## config.mk

```make
export PLATFORM = sky130hd
export DESIGN_NAME = rrh_gateway_flat
export DESIGN_NICKNAME = d
export VERILOG_FILES = /design/src/verilog/rrh_pkg.sv /design/src/verilog/rrh_if.sv /design/src/verilog/rrh_gateway.sv /design/src/flat_wrapper.sv
export SDC_FILE = /design/constraint.sdc
export NUM_CORES = 1
export LEC_CHECK = 0
export BUFFER_PORTS_ARGS = -buffer_cell sky130_fd_sc_hd__buf_2
export CORE_MARGIN = 2
export CORE_UTILIZATION = 62
export CTS_BUF_LIST = sky130_fd_sc_hd__clkbuf_8
export DETAILED_ROUTE_END_ITERATION = 10
export PLACE_DENSITY = 0.88
export SKIP_LAST_GASP = 1
export SLEW_MARGIN = 20
export SYNTH_ARGS = -nofsm -noshare
export SYNTH_HDL_FRONTEND = slang
export SYNTH_SLANG_ARGS = --single-unit
```

## constraint.sdc

```tcl
create_clock -name mclk -period 20.6 [get_ports mclk]
set_input_delay 4.12 -clock mclk [delete_from_list [all_inputs] [get_ports mclk]]
set_output_delay 4.12 -clock mclk [all_outputs]
set_load 0.005 [all_outputs]
```

## src/verilog/rrh_pkg.sv

```systemverilog
// Shared constants and types for the remote register handshake
package rrh_pkg;
	// ----------------------------------------
	// Widths
	// ----------------------------------------
	localparam int ADDR_W = 16;
	localparam int CMD_W = 16;
	localparam int DATA_W = 32;
	localparam int HIST_DEPTH = 10;
	localparam int ALARM_W = 8;

	// ----------------------------------------
	// Codes and field positions
	// ----------------------------------------
	localparam logic [CMD_W-1:0] CMD_IDLE = 16'h0000;
	localparam int ADDR_UNPOWERED_BIT = 15;
	localparam logic [7:0] FAULT_CLEAR_CODE = 8'h06;
	// Command classes taken from the top nibble of the command code
	localparam logic [3:0] CLS_READ = 4'h1;
	localparam logic [3:0] CLS_WRITE = 4'h2;
	localparam logic [3:0] CLS_MAINT = 4'h3;
	localparam logic [3:0] CLS_MONITOR = 4'h4;
	localparam logic [3:0] CLS_HISTORY = 4'h5;
	localparam logic [3:0] CLS_HIST_CLEAR = 4'h6;
	localparam logic [3:0] CLS_FAULT_CLEAR = 4'h7;

	// ----------------------------------------
	// Timing
	// ----------------------------------------
	localparam int CLK_NS = 100;
	localparam int MASTER_CYCLE_NS = 500;
	localparam int SERIAL_CYCLE_NS = 800;
	localparam int MASTER_CYCLES = (MASTER_CYCLE_NS + CLK_NS - 1) / CLK_NS;
	localparam int SERIAL_CYCLES = (SERIAL_CYCLE_NS + CLK_NS - 1) / CLK_NS;
	localparam int LATENCY_CYCLES = MASTER_CYCLES + SERIAL_CYCLES;
	localparam int LAT_W = 8;
	localparam int BLINK_CYCLES = 4;
	localparam logic [DATA_W-1:0] RANGE_MAX = 32'h0000FFFF;
	localparam logic [DATA_W-1:0] RESET_DATA = 32'h00000000;

	typedef enum logic [1:0] {
		DEV_IDLE,
		DEV_BUSY,
		DEV_DONE
	} dev_state_t;

	typedef enum logic [1:0] {
		HOST_IDLE,
		HOST_WAIT_ECHO,
		HOST_WAIT_DONE,
		HOST_WAIT_DROP
	} host_state_t;

	// Classifies a command code by its top nibble
	function automatic logic [3:0] cmd_class(input logic [CMD_W-1:0] c);
		cmd_class = c[CMD_W-1 -: 4];
	endfunction
endpackage

```

## src/verilog/rrh_if.sv

```systemverilog
// Link between the fieldbus master and the gateway
interface rrh_if;
	import rrh_pkg::*;
	logic connected;
	logic [ADDR_W-1:0] reg_addr;
	logic [CMD_W-1:0] cmd_code;
	logic [DATA_W-1:0] data;
	logic request_strobe;
	logic fault_clear_command;
	logic [ADDR_W-1:0] reg_addr_echo;
	logic [CMD_W-1:0] cmd_echo;
	logic [DATA_W-1:0] data_echo;
	logic request_echo_strobe;
	logic error_status;
	logic link_fault_flag;

	modport gateway(
		input reg_addr, cmd_code, data, request_strobe, fault_clear_command,
		output connected, reg_addr_echo, cmd_echo, data_echo,
		output request_echo_strobe, error_status, link_fault_flag
	);
	modport master(
		output reg_addr, cmd_code, data, request_strobe, fault_clear_command,
		input connected, reg_addr_echo, cmd_echo, data_echo,
		input request_echo_strobe, error_status, link_fault_flag
	);
endinterface

```

## src/verilog/rrh_gateway.sv

```systemverilog
// Gateway end of the remote register handshake
// How it works
// - master idles command and strobe when disconnected
// - echo address MSB set when product unpowered
// - master sets address, then raises strobe
// - echo strobe rises once operation completes
// - strobe fall ends transaction, echo falls
// - rising strobe writes data on write
// - rising strobe runs maintenance command
// - monitor data refreshes while strobe held
// - rejected written value raises error status
// - falling strobe clears error status
// - transfer fault also raises error status
// - unit alarm halts serial, blinks indicator
// - keep ten newest alarms, clearable
// - halted serial refuses parameter/maint/monitor
// - unit alarm cleared only by power cycle
// - link fault stops motor, serial continues
// - link fault lights error indicator
// - link fault cleared by tool, power, 06h
// - latency is master plus serial cycles
// - fault clear rising edge clears link fault
module rrh_gateway
	import rrh_pkg::*;
(
	input wire logic mclk,
	input wire logic rst,
	rrh_if.gateway bus,
	input wire logic product_powered,
	input wire logic unit_alarm_event,
	input wire logic [ALARM_W-1:0] unit_alarm_code,
	input wire logic link_fault_event,
	input wire logic transfer_fault,
	input wire logic tool_alarm_reset,
	input wire logic [DATA_W-1:0] monitor_value,
	output logic serial_enable,
	output logic motor_enable,
	output logic alarm_indicator,
	output logic error_indicator,
	output logic maint_exec,
	output logic [CMD_W-1:0] maint_code
);
	// ----------------------------------------
	// Local state
	// ----------------------------------------
	dev_state_t state;
	logic strobe_q;
	logic fclr_q;
	logic unit_alarm;
	logic [LAT_W-1:0] lat_cnt;
	logic [CMD_W-1:0] cmd_q;
	logic [DATA_W-1:0] store [HIST_DEPTH];
	logic [ALARM_W-1:0] hist [HIST_DEPTH];
	logic [3:0] hist_count;
	logic [LAT_W-1:0] blink_cnt;
	logic strobe_rise;
	logic strobe_fall;
	logic fclr_rise;
	logic [3:0] cls;
	logic refused;
	logic [3:0] idx;

	assign strobe_rise = bus.request_strobe && !strobe_q;
	assign strobe_fall = !bus.request_strobe && strobe_q;
	assign fclr_rise = bus.fault_clear_command && !fclr_q;
	assign cls = cmd_class(cmd_q);
	assign idx = (bus.reg_addr[3:0] < 4'(HIST_DEPTH)) ? bus.reg_addr[3:0]
		: 4'h0;
	assign refused = unit_alarm && (cls == CLS_READ || cls == CLS_WRITE
		|| cls == CLS_MAINT || cls == CLS_MONITOR);

	always_ff @(posedge mclk or posedge rst) begin
		if (rst) begin
			strobe_q <= 1'b0;
			fclr_q <= 1'b0;
		end else begin
			strobe_q <= bus.request_strobe;
			fclr_q <= bus.fault_clear_command;
		end
	end

	// ----------------------------------------
	// Connection and address echo
	// ----------------------------------------
	always_ff @(posedge mclk or posedge rst) begin
		if (rst) begin
			bus.connected <= 1'b0;
			bus.reg_addr_echo <= '0;
		end else begin
			bus.connected <= product_powered;
			bus.reg_addr_echo <= bus.reg_addr;
			bus.reg_addr_echo[ADDR_UNPOWERED_BIT] <= !product_powered;
		end
	end

	// ----------------------------------------
	// Handshake sequencer
	// ----------------------------------------
	always_ff @(posedge mclk or posedge rst) begin
		if (rst) begin
			state <= DEV_IDLE;
			lat_cnt <= '0;
			cmd_q <= CMD_IDLE;
			bus.request_echo_strobe <= 1'b0;
			bus.cmd_echo <= CMD_IDLE;
			bus.data_echo <= RESET_DATA;
			maint_exec <= 1'b0;
			maint_code <= CMD_IDLE;
		end else begin
			maint_exec <= 1'b0;
			case (state)
				DEV_IDLE: begin
					if (strobe_rise) begin
						cmd_q <= bus.cmd_code;
						lat_cnt <= LAT_W'(LATENCY_CYCLES);
						state <= DEV_BUSY;
					end
				end
				DEV_BUSY: begin
					if (lat_cnt > LAT_W'(1)) begin
						lat_cnt <= lat_cnt - LAT_W'(1);
					end else begin
						bus.cmd_echo <= cmd_q;
						if (refused) begin
							bus.data_echo <= RESET_DATA;
						end else begin
							case (cls)
								CLS_READ: bus.data_echo <= store[idx];
								CLS_WRITE: bus.data_echo <= bus.data;
								CLS_MONITOR: bus.data_echo <= monitor_value;
								CLS_HISTORY: bus.data_echo <= (idx < hist_count)
									? DATA_W'(hist[idx]) : RESET_DATA;
								default: bus.data_echo <= bus.data;
							endcase
							if (cls == CLS_MAINT) begin
								maint_exec <= 1'b1;
								maint_code <= cmd_q;
							end
						end
						bus.request_echo_strobe <= 1'b1;
						state <= DEV_DONE;
					end
				end
				DEV_DONE: begin
					if (cls == CLS_MONITOR && !refused) begin
						bus.data_echo <= monitor_value;
					end
					if (!bus.request_strobe) begin
						bus.request_echo_strobe <= 1'b0;
						state <= DEV_IDLE;
					end
				end
				default: state <= DEV_IDLE;
			endcase
		end
	end

	// ----------------------------------------
	// Parameter store
	// ----------------------------------------
	always_ff @(posedge mclk or posedge rst) begin
		if (rst) begin
			for (int i = 0; i < HIST_DEPTH; i++) begin
				store[i] <= RESET_DATA;
			end
		end else if (state == DEV_BUSY && lat_cnt <= LAT_W'(1)
			&& cls == CLS_WRITE && !refused && bus.data <= RANGE_MAX) begin
			store[idx] <= bus.data;
		end
	end

	// ----------------------------------------
	// Error status
	// ----------------------------------------
	always_ff @(posedge mclk or posedge rst) begin
		if (rst) begin
			bus.error_status <= 1'b0;
		end else if (state == DEV_BUSY && lat_cnt <= LAT_W'(1)
			&& (refused || (cls == CLS_WRITE && bus.data > RANGE_MAX))) begin
			bus.error_status <= 1'b1;
		end else if (transfer_fault && state == DEV_BUSY) begin
			bus.error_status <= 1'b1;
		end else if (strobe_fall) begin
			bus.error_status <= 1'b0;
		end
	end

	// ----------------------------------------
	// Unit alarm and history
	// ----------------------------------------
	always_ff @(posedge mclk or posedge rst) begin
		if (rst) begin
			unit_alarm <= 1'b0;
			hist_count <= '0;
			for (int i = 0; i < HIST_DEPTH; i++) begin
				hist[i] <= '0;
			end
		end else begin
			if (unit_alarm_event) begin
				unit_alarm <= 1'b1;
			end
			if (unit_alarm_event) begin
				hist[0] <= unit_alarm_code;
				for (int i = 1; i < HIST_DEPTH; i++) begin
					hist[i] <= hist[i-1];
				end
				if (hist_count < 4'(HIST_DEPTH)) begin
					hist_count <= hist_count + 4'h1;
				end
			end else if (state == DEV_BUSY && lat_cnt <= LAT_W'(1)
				&& cls == CLS_HIST_CLEAR) begin
				hist_count <= '0;
				for (int i = 0; i < HIST_DEPTH; i++) begin
					hist[i] <= '0;
				end
			end
		end
	end

	// ----------------------------------------
	// Link fault and indicators
	// ----------------------------------------
	always_ff @(posedge mclk or posedge rst) begin
		if (rst) begin
			bus.link_fault_flag <= 1'b0;
			serial_enable <= 1'b0;
			motor_enable <= 1'b0;
			alarm_indicator <= 1'b0;
			error_indicator <= 1'b0;
			blink_cnt <= '0;
		end else begin
			// Set wins over any clear
			if (link_fault_event) begin
				bus.link_fault_flag <= 1'b1;
			end else if (fclr_rise || tool_alarm_reset
				|| (state == DEV_BUSY && lat_cnt <= LAT_W'(1)
				&& cls == CLS_FAULT_CLEAR
				&& cmd_q[7:0] == FAULT_CLEAR_CODE)) begin
				bus.link_fault_flag <= 1'b0;
			end
			// serial halts only on unit alarm
			serial_enable <= !unit_alarm;
			motor_enable <= !bus.link_fault_flag && !unit_alarm;
			error_indicator <= bus.link_fault_flag;
			blink_cnt <= blink_cnt + LAT_W'(1);
			if (unit_alarm) begin
				alarm_indicator <= blink_cnt[BLINK_CYCLES-1];
			end else begin
				alarm_indicator <= bus.link_fault_flag;
			end
		end
	end
endmodule

```

## src/flat_wrapper.sv

```systemverilog
// flat-port wrapper written by rule: the top's interface ports become plain ports
module rrh_gateway_flat import rrh_pkg::*;
  (mclk, rst, product_powered, unit_alarm_event, unit_alarm_code, link_fault_event, transfer_fault, tool_alarm_reset, monitor_value, serial_enable, motor_enable, alarm_indicator, error_indicator, maint_exec, maint_code, bus_reg_addr, bus_cmd_code, bus_data, bus_request_strobe, bus_fault_clear_command, bus_connected, bus_reg_addr_echo, bus_cmd_echo, bus_data_echo, bus_request_echo_strobe, bus_error_status, bus_link_fault_flag);
  rrh_if bus_i ();
  input wire logic mclk;
  input wire logic rst;
  input wire logic product_powered;
  input wire logic unit_alarm_event;
  input wire logic [ALARM_W-1:0] unit_alarm_code;
  input wire logic link_fault_event;
  input wire logic transfer_fault;
  input wire logic tool_alarm_reset;
  input wire logic [DATA_W-1:0] monitor_value;
  output logic serial_enable;
  output logic motor_enable;
  output logic alarm_indicator;
  output logic error_indicator;
  output logic maint_exec;
  output logic [CMD_W-1:0] maint_code;
  input wire logic [$bits(bus_i.reg_addr)-1:0] bus_reg_addr;
  input wire logic [$bits(bus_i.cmd_code)-1:0] bus_cmd_code;
  input wire logic [$bits(bus_i.data)-1:0] bus_data;
  input wire logic [$bits(bus_i.request_strobe)-1:0] bus_request_strobe;
  input wire logic [$bits(bus_i.fault_clear_command)-1:0] bus_fault_clear_command;
  output wire logic [$bits(bus_i.connected)-1:0] bus_connected;
  output wire logic [$bits(bus_i.reg_addr_echo)-1:0] bus_reg_addr_echo;
  output wire logic [$bits(bus_i.cmd_echo)-1:0] bus_cmd_echo;
  output wire logic [$bits(bus_i.data_echo)-1:0] bus_data_echo;
  output wire logic [$bits(bus_i.request_echo_strobe)-1:0] bus_request_echo_strobe;
  output wire logic [$bits(bus_i.error_status)-1:0] bus_error_status;
  output wire logic [$bits(bus_i.link_fault_flag)-1:0] bus_link_fault_flag;
  assign bus_i.reg_addr = bus_reg_addr;
  assign bus_i.cmd_code = bus_cmd_code;
  assign bus_i.data = bus_data;
  assign bus_i.request_strobe = bus_request_strobe;
  assign bus_i.fault_clear_command = bus_fault_clear_command;
  assign bus_connected = bus_i.connected;
  assign bus_reg_addr_echo = bus_i.reg_addr_echo;
  assign bus_cmd_echo = bus_i.cmd_echo;
  assign bus_data_echo = bus_i.data_echo;
  assign bus_request_echo_strobe = bus_i.request_echo_strobe;
  assign bus_error_status = bus_i.error_status;
  assign bus_link_fault_flag = bus_i.link_fault_flag;
  rrh_gateway u_core (.mclk(mclk), .rst(rst), .bus(bus_i), .product_powered(product_powered), .unit_alarm_event(unit_alarm_event), .unit_alarm_code(unit_alarm_code), .link_fault_event(link_fault_event), .transfer_fault(transfer_fault), .tool_alarm_reset(tool_alarm_reset), .monitor_value(monitor_value), .serial_enable(serial_enable), .motor_enable(motor_enable), .alarm_indicator(alarm_indicator), .error_indicator(error_indicator), .maint_exec(maint_exec), .maint_code(maint_code));
endmodule
```

* Word level (Yosys, flattened, before mapping)
Cells that the tools add are included.
** Cells by class
- Add/sub/neg operators :: 3
- $lt $le $gt $ge :: 9
- Equal/unequal tests :: 16
- Mux-type cells :: 41
- Bitwise operators :: 3
- Reduce and logical (&&, ||, !) cells :: 44
** Operators by type and width (number)
- 320-bit bitwise mux :: 1
- 32-bit 2-to-1 mux :: 6
- 80-bit 2-to-1 mux :: 2
- 32-bit binary-select mux with 4-bit select :: 1
- 32-bit demux with 4-bit select :: 1
- 32-bit one-hot mux with 3 select lines :: 1
- 32-bit one-hot mux with 2 select lines :: 1
- 8-bit 2-to-1 mux :: 5
- 8-bit binary-select mux with 4-bit select :: 1
- 32-bit by 16-bit greater-than comparator with 1-bit output (second input constant) :: 1
- 32-bit by 16-bit <= comparator with 1-bit output (second input constant) :: 1
- 1-bit logical AND :: 17
- 4-bit by 3-bit equality test with 1-bit output (second input constant) :: 4
- 4-bit 2-to-1 mux :: 4
- 8-bit one-hot mux with 2 select lines :: 1
- 1-bit 2-to-1 mux :: 12
- 3-bit AND reduction :: 4
- 8-bit by 1-bit adder with 8-bit output (second input constant) :: 1
- 4-bit by 2-bit equality test with 1-bit output (second input constant) :: 2
- 8-bit by 3-bit equality test with 1-bit output (second input constant) :: 1
- 8-bit by 1-bit greater-than comparator with 1-bit output (second input constant) :: 1
- 8-bit by 1-bit <= comparator with 1-bit output (second input constant) :: 1
- 4-bit less-than comparator (second input constant) :: 2
- 2-bit by 1-bit inequality test with 1-bit output (second input constant) :: 4
- other kinds (21) :: 41
** Word-level totals
- Flip-flop bits (word level) :: 530
- Input bits :: 113
- Output and inout port bits :: 89
- Logic and storage cells :: 157

* Logic depth before layout (Yosys ltp)
- Depth after elaboration :: 11
- Gate-level depth with buffers :: 13
- Gate-level depth less buffers :: 9

* Worst setup path after synthesis
OpenSTA, ideal clock, no wires.
- Path kind :: input to register
- From :: in bus_reg_addr[1]
- To :: reg u_core.bus.data_echo[3]
- Library setup time :: 0.090 ns
- Arrival :: 7.082 ns
- Data required time :: 20.510 ns
- Path slack :: 13.428 ns
- Stages on the path :: 12
- Buffers on the path :: 4
- Path through :: clkbuf_1 > or3b_2 > clkbuf_1 > inv_1 > clkbuf_1 > clkbuf_1 > ha_1 > a2111oi_0 > o21ai_1 > a2111oi_0 > nor3_1 > o221ai_1
** On the way
- Longest elaborated chain between the ends :: 11
- Elaborated cells on any way between the ends :: 15
- Those cells by class :: order compare (2); mux (12); bitwise (1)
** Ends and longest elaborated chain
- start, declared :: line flat_wrapper.sv:20 : input wire logic [$bits(bus_i.reg_addr)-1:0] bus_reg_addr;
- 4-bit less-than comparator :: line rrh_gateway.sv:67 : assign idx = (bus.reg_addr[3:0] < 4'(HIST_DEPTH)) ? bus.reg_addr[3:0]
- 4-bit 2-to-1 mux (*) :: line rrh_gateway.sv:67
- 4-bit NOT with 5-bit output (not written as such) :: line rrh_gateway.sv:128, rrh_gateway.sv:132
- 8-bit binary-select mux with 4-bit select :: line rrh_gateway.sv:132 : ? DATA_W'(hist[idx]) : RESET_DATA;
- 8-bit 2-to-1 mux (not written as such) (2 in a row) :: line rrh_gateway.sv:132
- 8-bit 2-to-1 mux :: line rrh_gateway.sv:132
- 32-bit one-hot mux with 3 select lines (*) :: line rrh_gateway.sv:127 : case (cls)
- 32-bit 2-to-1 mux (*) :: line rrh_gateway.sv:124 : if (refused) begin
- 32-bit 2-to-1 mux (*) :: line rrh_gateway.sv:120 : if (lat_cnt > LAT_W'(1)) begin
- 32-bit one-hot mux with 2 select lines (*) :: line rrh_gateway.sv:111 : case (state)
- end signal, assigned :: line rrh_gateway.sv:128 : CLS_READ: bus.data_echo <= store[idx];
- end signal, assigned :: line rrh_gateway.sv:129 : CLS_WRITE: bus.data_echo <= bus.data;
- end signal, assigned :: line rrh_gateway.sv:130 : CLS_MONITOR: bus.data_echo <= monitor_value;
- end, declared :: line rrh_if.sv:19 : output connected, reg_addr_echo, cmd_echo, data_echo,
Every way passes the cells marked *; elsewhere a longest branch is shown, timed or not. The select of a mux whose other input is x is not followed.
A chain may end at the register's enable or synchronous reset.

* Worst setup path after layout
- From :: in bus_reg_addr[3]
- To :: reg u_core.store[227] in the netlist's numbering
** On the way
- Longest elaborated chain between the ends :: 8
- Elaborated cells on any way between the ends :: 9
- Those cells by class :: order compare (3); mux (4); bitwise (1); reduce/logical (1)
** Ends and longest elaborated chain
- 4-bit less-than comparator :: line rrh_gateway.sv:67
- 4-bit 2-to-1 mux (*) :: line rrh_gateway.sv:67
- 4-bit NOT with 5-bit output (not written as such) (*) :: line rrh_gateway.sv:168 : store[idx] <= bus.data;
- 5-bit greater-or-equal comparator (not written as such) / 5-bit by 1-bit less-than comparator with 1-bit output (equally long branches) :: line rrh_gateway.sv:168
- 1-bit logical AND (not written as such) :: line rrh_gateway.sv:168
- 32-bit 2-to-1 mux (not written as such) :: line rrh_gateway.sv:168
- 32-bit demux with 4-bit select (*) :: line rrh_gateway.sv:168
- 320-bit bitwise mux (*) :: line rrh_gateway.sv:168
- end signal, assigned by index :: line rrh_gateway.sv:168
- end, declared :: line rrh_gateway.sv:52 : logic [DATA_W-1:0] store [HIST_DEPTH];
Every way passes the cells marked *; elsewhere a longest branch is shown, timed or not.

==> impl_metrics.toml <==
[status]
status = "finished, final reports clean"

[global_routing]
grt_max_degree = 172
grt.busiest_layer = "met2"
grt_pass1_wl_um = 97200
grtUsageMet2_pct = 50.3
grt-ovfl-total = 0
antenna_found_initial = 4
grt.total_usage_pct = 32.0
grt_pass1_vias = 17699
met1_usage_pct = 42.8
grtUsageMet3_pct = 6.69

[floorplanning]
ios = 202
die_h_um = 197
rows = 70
core_area_mm2 = 0.0367
die_area_mm2 = 0.0390
start_util_pct = 63.2
die_x_um = 197

[sta]
finalMaxSlewViolations = 0
fin_tns_setup_ns = 0
fmax_mhz = 129
tightest_slew_ns = 1.06
period_minus_slack_ns = 7.72
fin_crit_sh_pct = 37.5
skew_ns = 0.0222
finalSetupViolations = 0
hold_violations = 0
rsz0062_at_grt = "false"
max_slew_margin_pct = 29.0

[worst_setup_path]
crit_slowest_cell = "nand2b_1"
cp.required_ns = 21.10
worstPathMaxFanout = 35
end_kind = "flip-flop"
worstPathArrival_ns = 8.23
reg2reg_slack_ns = 16.52
crit_type = "in2reg"
startpoint_type = "input port"
cp_cell_sequence = "buf_2 > nand2b_1 > clkinv_1 > buf_4 > nor2_4 > buf_4 > nand4_4 > mux2_4"
cp_common_cell = "buf_4"
critPathMaxStageDelay_ns = 0.82

[detailed_routing]
firstDrtPassIters = 5
drtAntennaViolNets = 0
drcViolationCount = 0
dr.first_iter.drc_count = 1776
vias = 16990
routedWlPerCell_um = 23.8
vias_per_cell = 6.58
routed_wl_um = 61600

[placed_design]
placed_cells = 2433
place.gp.congestion = 0.872
numPortBuffers = 200
dpl.hpwl_um = 36000

[clock_tree]
clkSinkCount = 526
hold_buffers = 0
cts_tree = "yes"
cts-resized-gates = 0
insertion_delay_ns = 0.63
clk_pin_slew_worst_paths_ns = 0.07
htreeDepth = 3
postCtsSetupBuffers = 0
cts_root_buf = "clkbuf_8"
cts_buffers = 84
clockBufferDepth = 3

[finish]
fin_cells = 2584
final_common_cell = "dfrtp_1"
final_cell_mix = "dfrtp_1, buf_2, mux2_2, and2_1, nand2_1"
fin_nets = 2174
fillers = 2392
areaGrowthSynthToFinish_pct = 12.7
drive_gt1_share_pct = 27.1

[synthesis]
syn-mean-instance-area_um2 = 12.2
synth_cell_type_count = 65
synthesis.nets = 2022
synth-seq-cells = 526
syn_area_mm2 = 0.0232
synth-seq-area-share_pct = 56.7
synth_edf_count = 0
synthCells = 1899
ys.flop_type = "dfrtp_1"
yosys_warnings = 0
async_reset_ff_share_pct = 100

[flow_run]
cap_violations = 0

[pwr]
power.total_mw = 2.69
peakVddDrop_uv = 60.4
power.leakage_nw = 13.0
p_per_area_mw_per_mm2 = 103

[min_path]
hp-class = "reg2reg"
[per-stage QoR]
stage          setup WS, ns  area (um^2)  utilization (%)  hold slack, ns
3_5_place_dp          12.46        24400             66.4           0.452
5_1_grt               12.75        26100             71.2           0.470
3_3_place_gp          12.48        24400             66.4           0.433
4_1_cts               13.11        26100             71.2           0.462
2_1_floorplan          1.78        23200                -           0.421
6_report              12.88        26100             71.2           0.459
[worst paths after layout]
check / startpoint / endpoint / cells past startpoint
worst min register to register: u_core.blink_cnt[0] / u_core.blink_cnt[0] / 1
max in group asynchronous: rst / u_core.fclr_q / 5
min in group asynchronous: rst / u_core.store[156] / 2
worst min-delay path: u_core.blink_cnt[0] / u_core.blink_cnt[0] / 1
worst max-delay path: bus_reg_addr[3] / u_core.store[227] / 8
worst max register to register: u_core.state[1] / u_core.store[41] / 10
[sequential cells by signal, summed over array words and instances (netlist names), 2 cells and up]
signal / flops
u_core.store: 320
u_core.hist: 80
u_core.bus.data_echo: 32
u_core.bus.cmd_echo: 16
u_core.bus.reg_addr_echo: 16
u_core.cmd_q: 16
u_core.maint_code: 16
u_core.lat_cnt: 8
u_core.blink_cnt: 4
u_core.hist_count: 4
u_core.state: 2
[report_power, final]
group          switching [mW]  internal [mW]  leakage [nW]
clock network           0.412          0.508         0.985
logic                   0.362          0.202          4.95
registers              0.0829           1.13          7.09
[routing by layer]
| layer | vias up | part of all wire (%) |
|---|---|---|
| li1 | 7213 | - |
| met1 | 8572 | 39 |
| met2 | 982 | 48 |
| met3 | 223 | 8.4 |
| met4 | 0 | 4.6 |
| met5 | - | 0 |
[kinds of logic (layout without fill, tap and decap cells)]
kind of cell	count (synthesis)	after routing	share of synthesized area, %
AOI/OAI and AO/OA	401	401	12.9
and+or+nand+nor	441	441	10.4
xor gates and xnor gates	7	7	0.264
DFF	526	526	56.7
other	0	3	0
buffers and inverters	196	410	3.56
adders and majority gates	10	10	0.539
muxes	318	318	15.5
[final cells by class]
type	instances	area [um^2]	share of cell area, %
clock inverters	40	263	1.01
multi-input cells	1177	9270	35.5
repair buffers	227	1230	4.69
well taps	468	586	2.24
inverters	35	139	0.531
flip-flops and latches	526	13200	50.4
clock buffers	108	1490	5.69
diodes	3	7.51	0.0287
[critical path, delay by kind of cell]
kind	cells	cell delay, ns
mux	1	0.56
simple gates	3	1.75
buf+inv	4	1.74
[synthesized netlist by cell type (29+ instances only)]
cell type  count  area [um^2]
o21ai_0       74          370
mux2_1        40          450
mux2i_1       87          871
a2111oi_0     29          254
dfrtp_1      526        13200
nor2_1        46          173
mux2_2       161         1810
a221oi_1      29          254
o221ai_1      64          561
nor2b_1       35          219
and2_1       145          907
inv_1         34          128
a22o_1        81          709
nand2_1      141          529
clkbuf_1     124          465
a21oi_1       35          175
(Power assumes the default switching activity.)
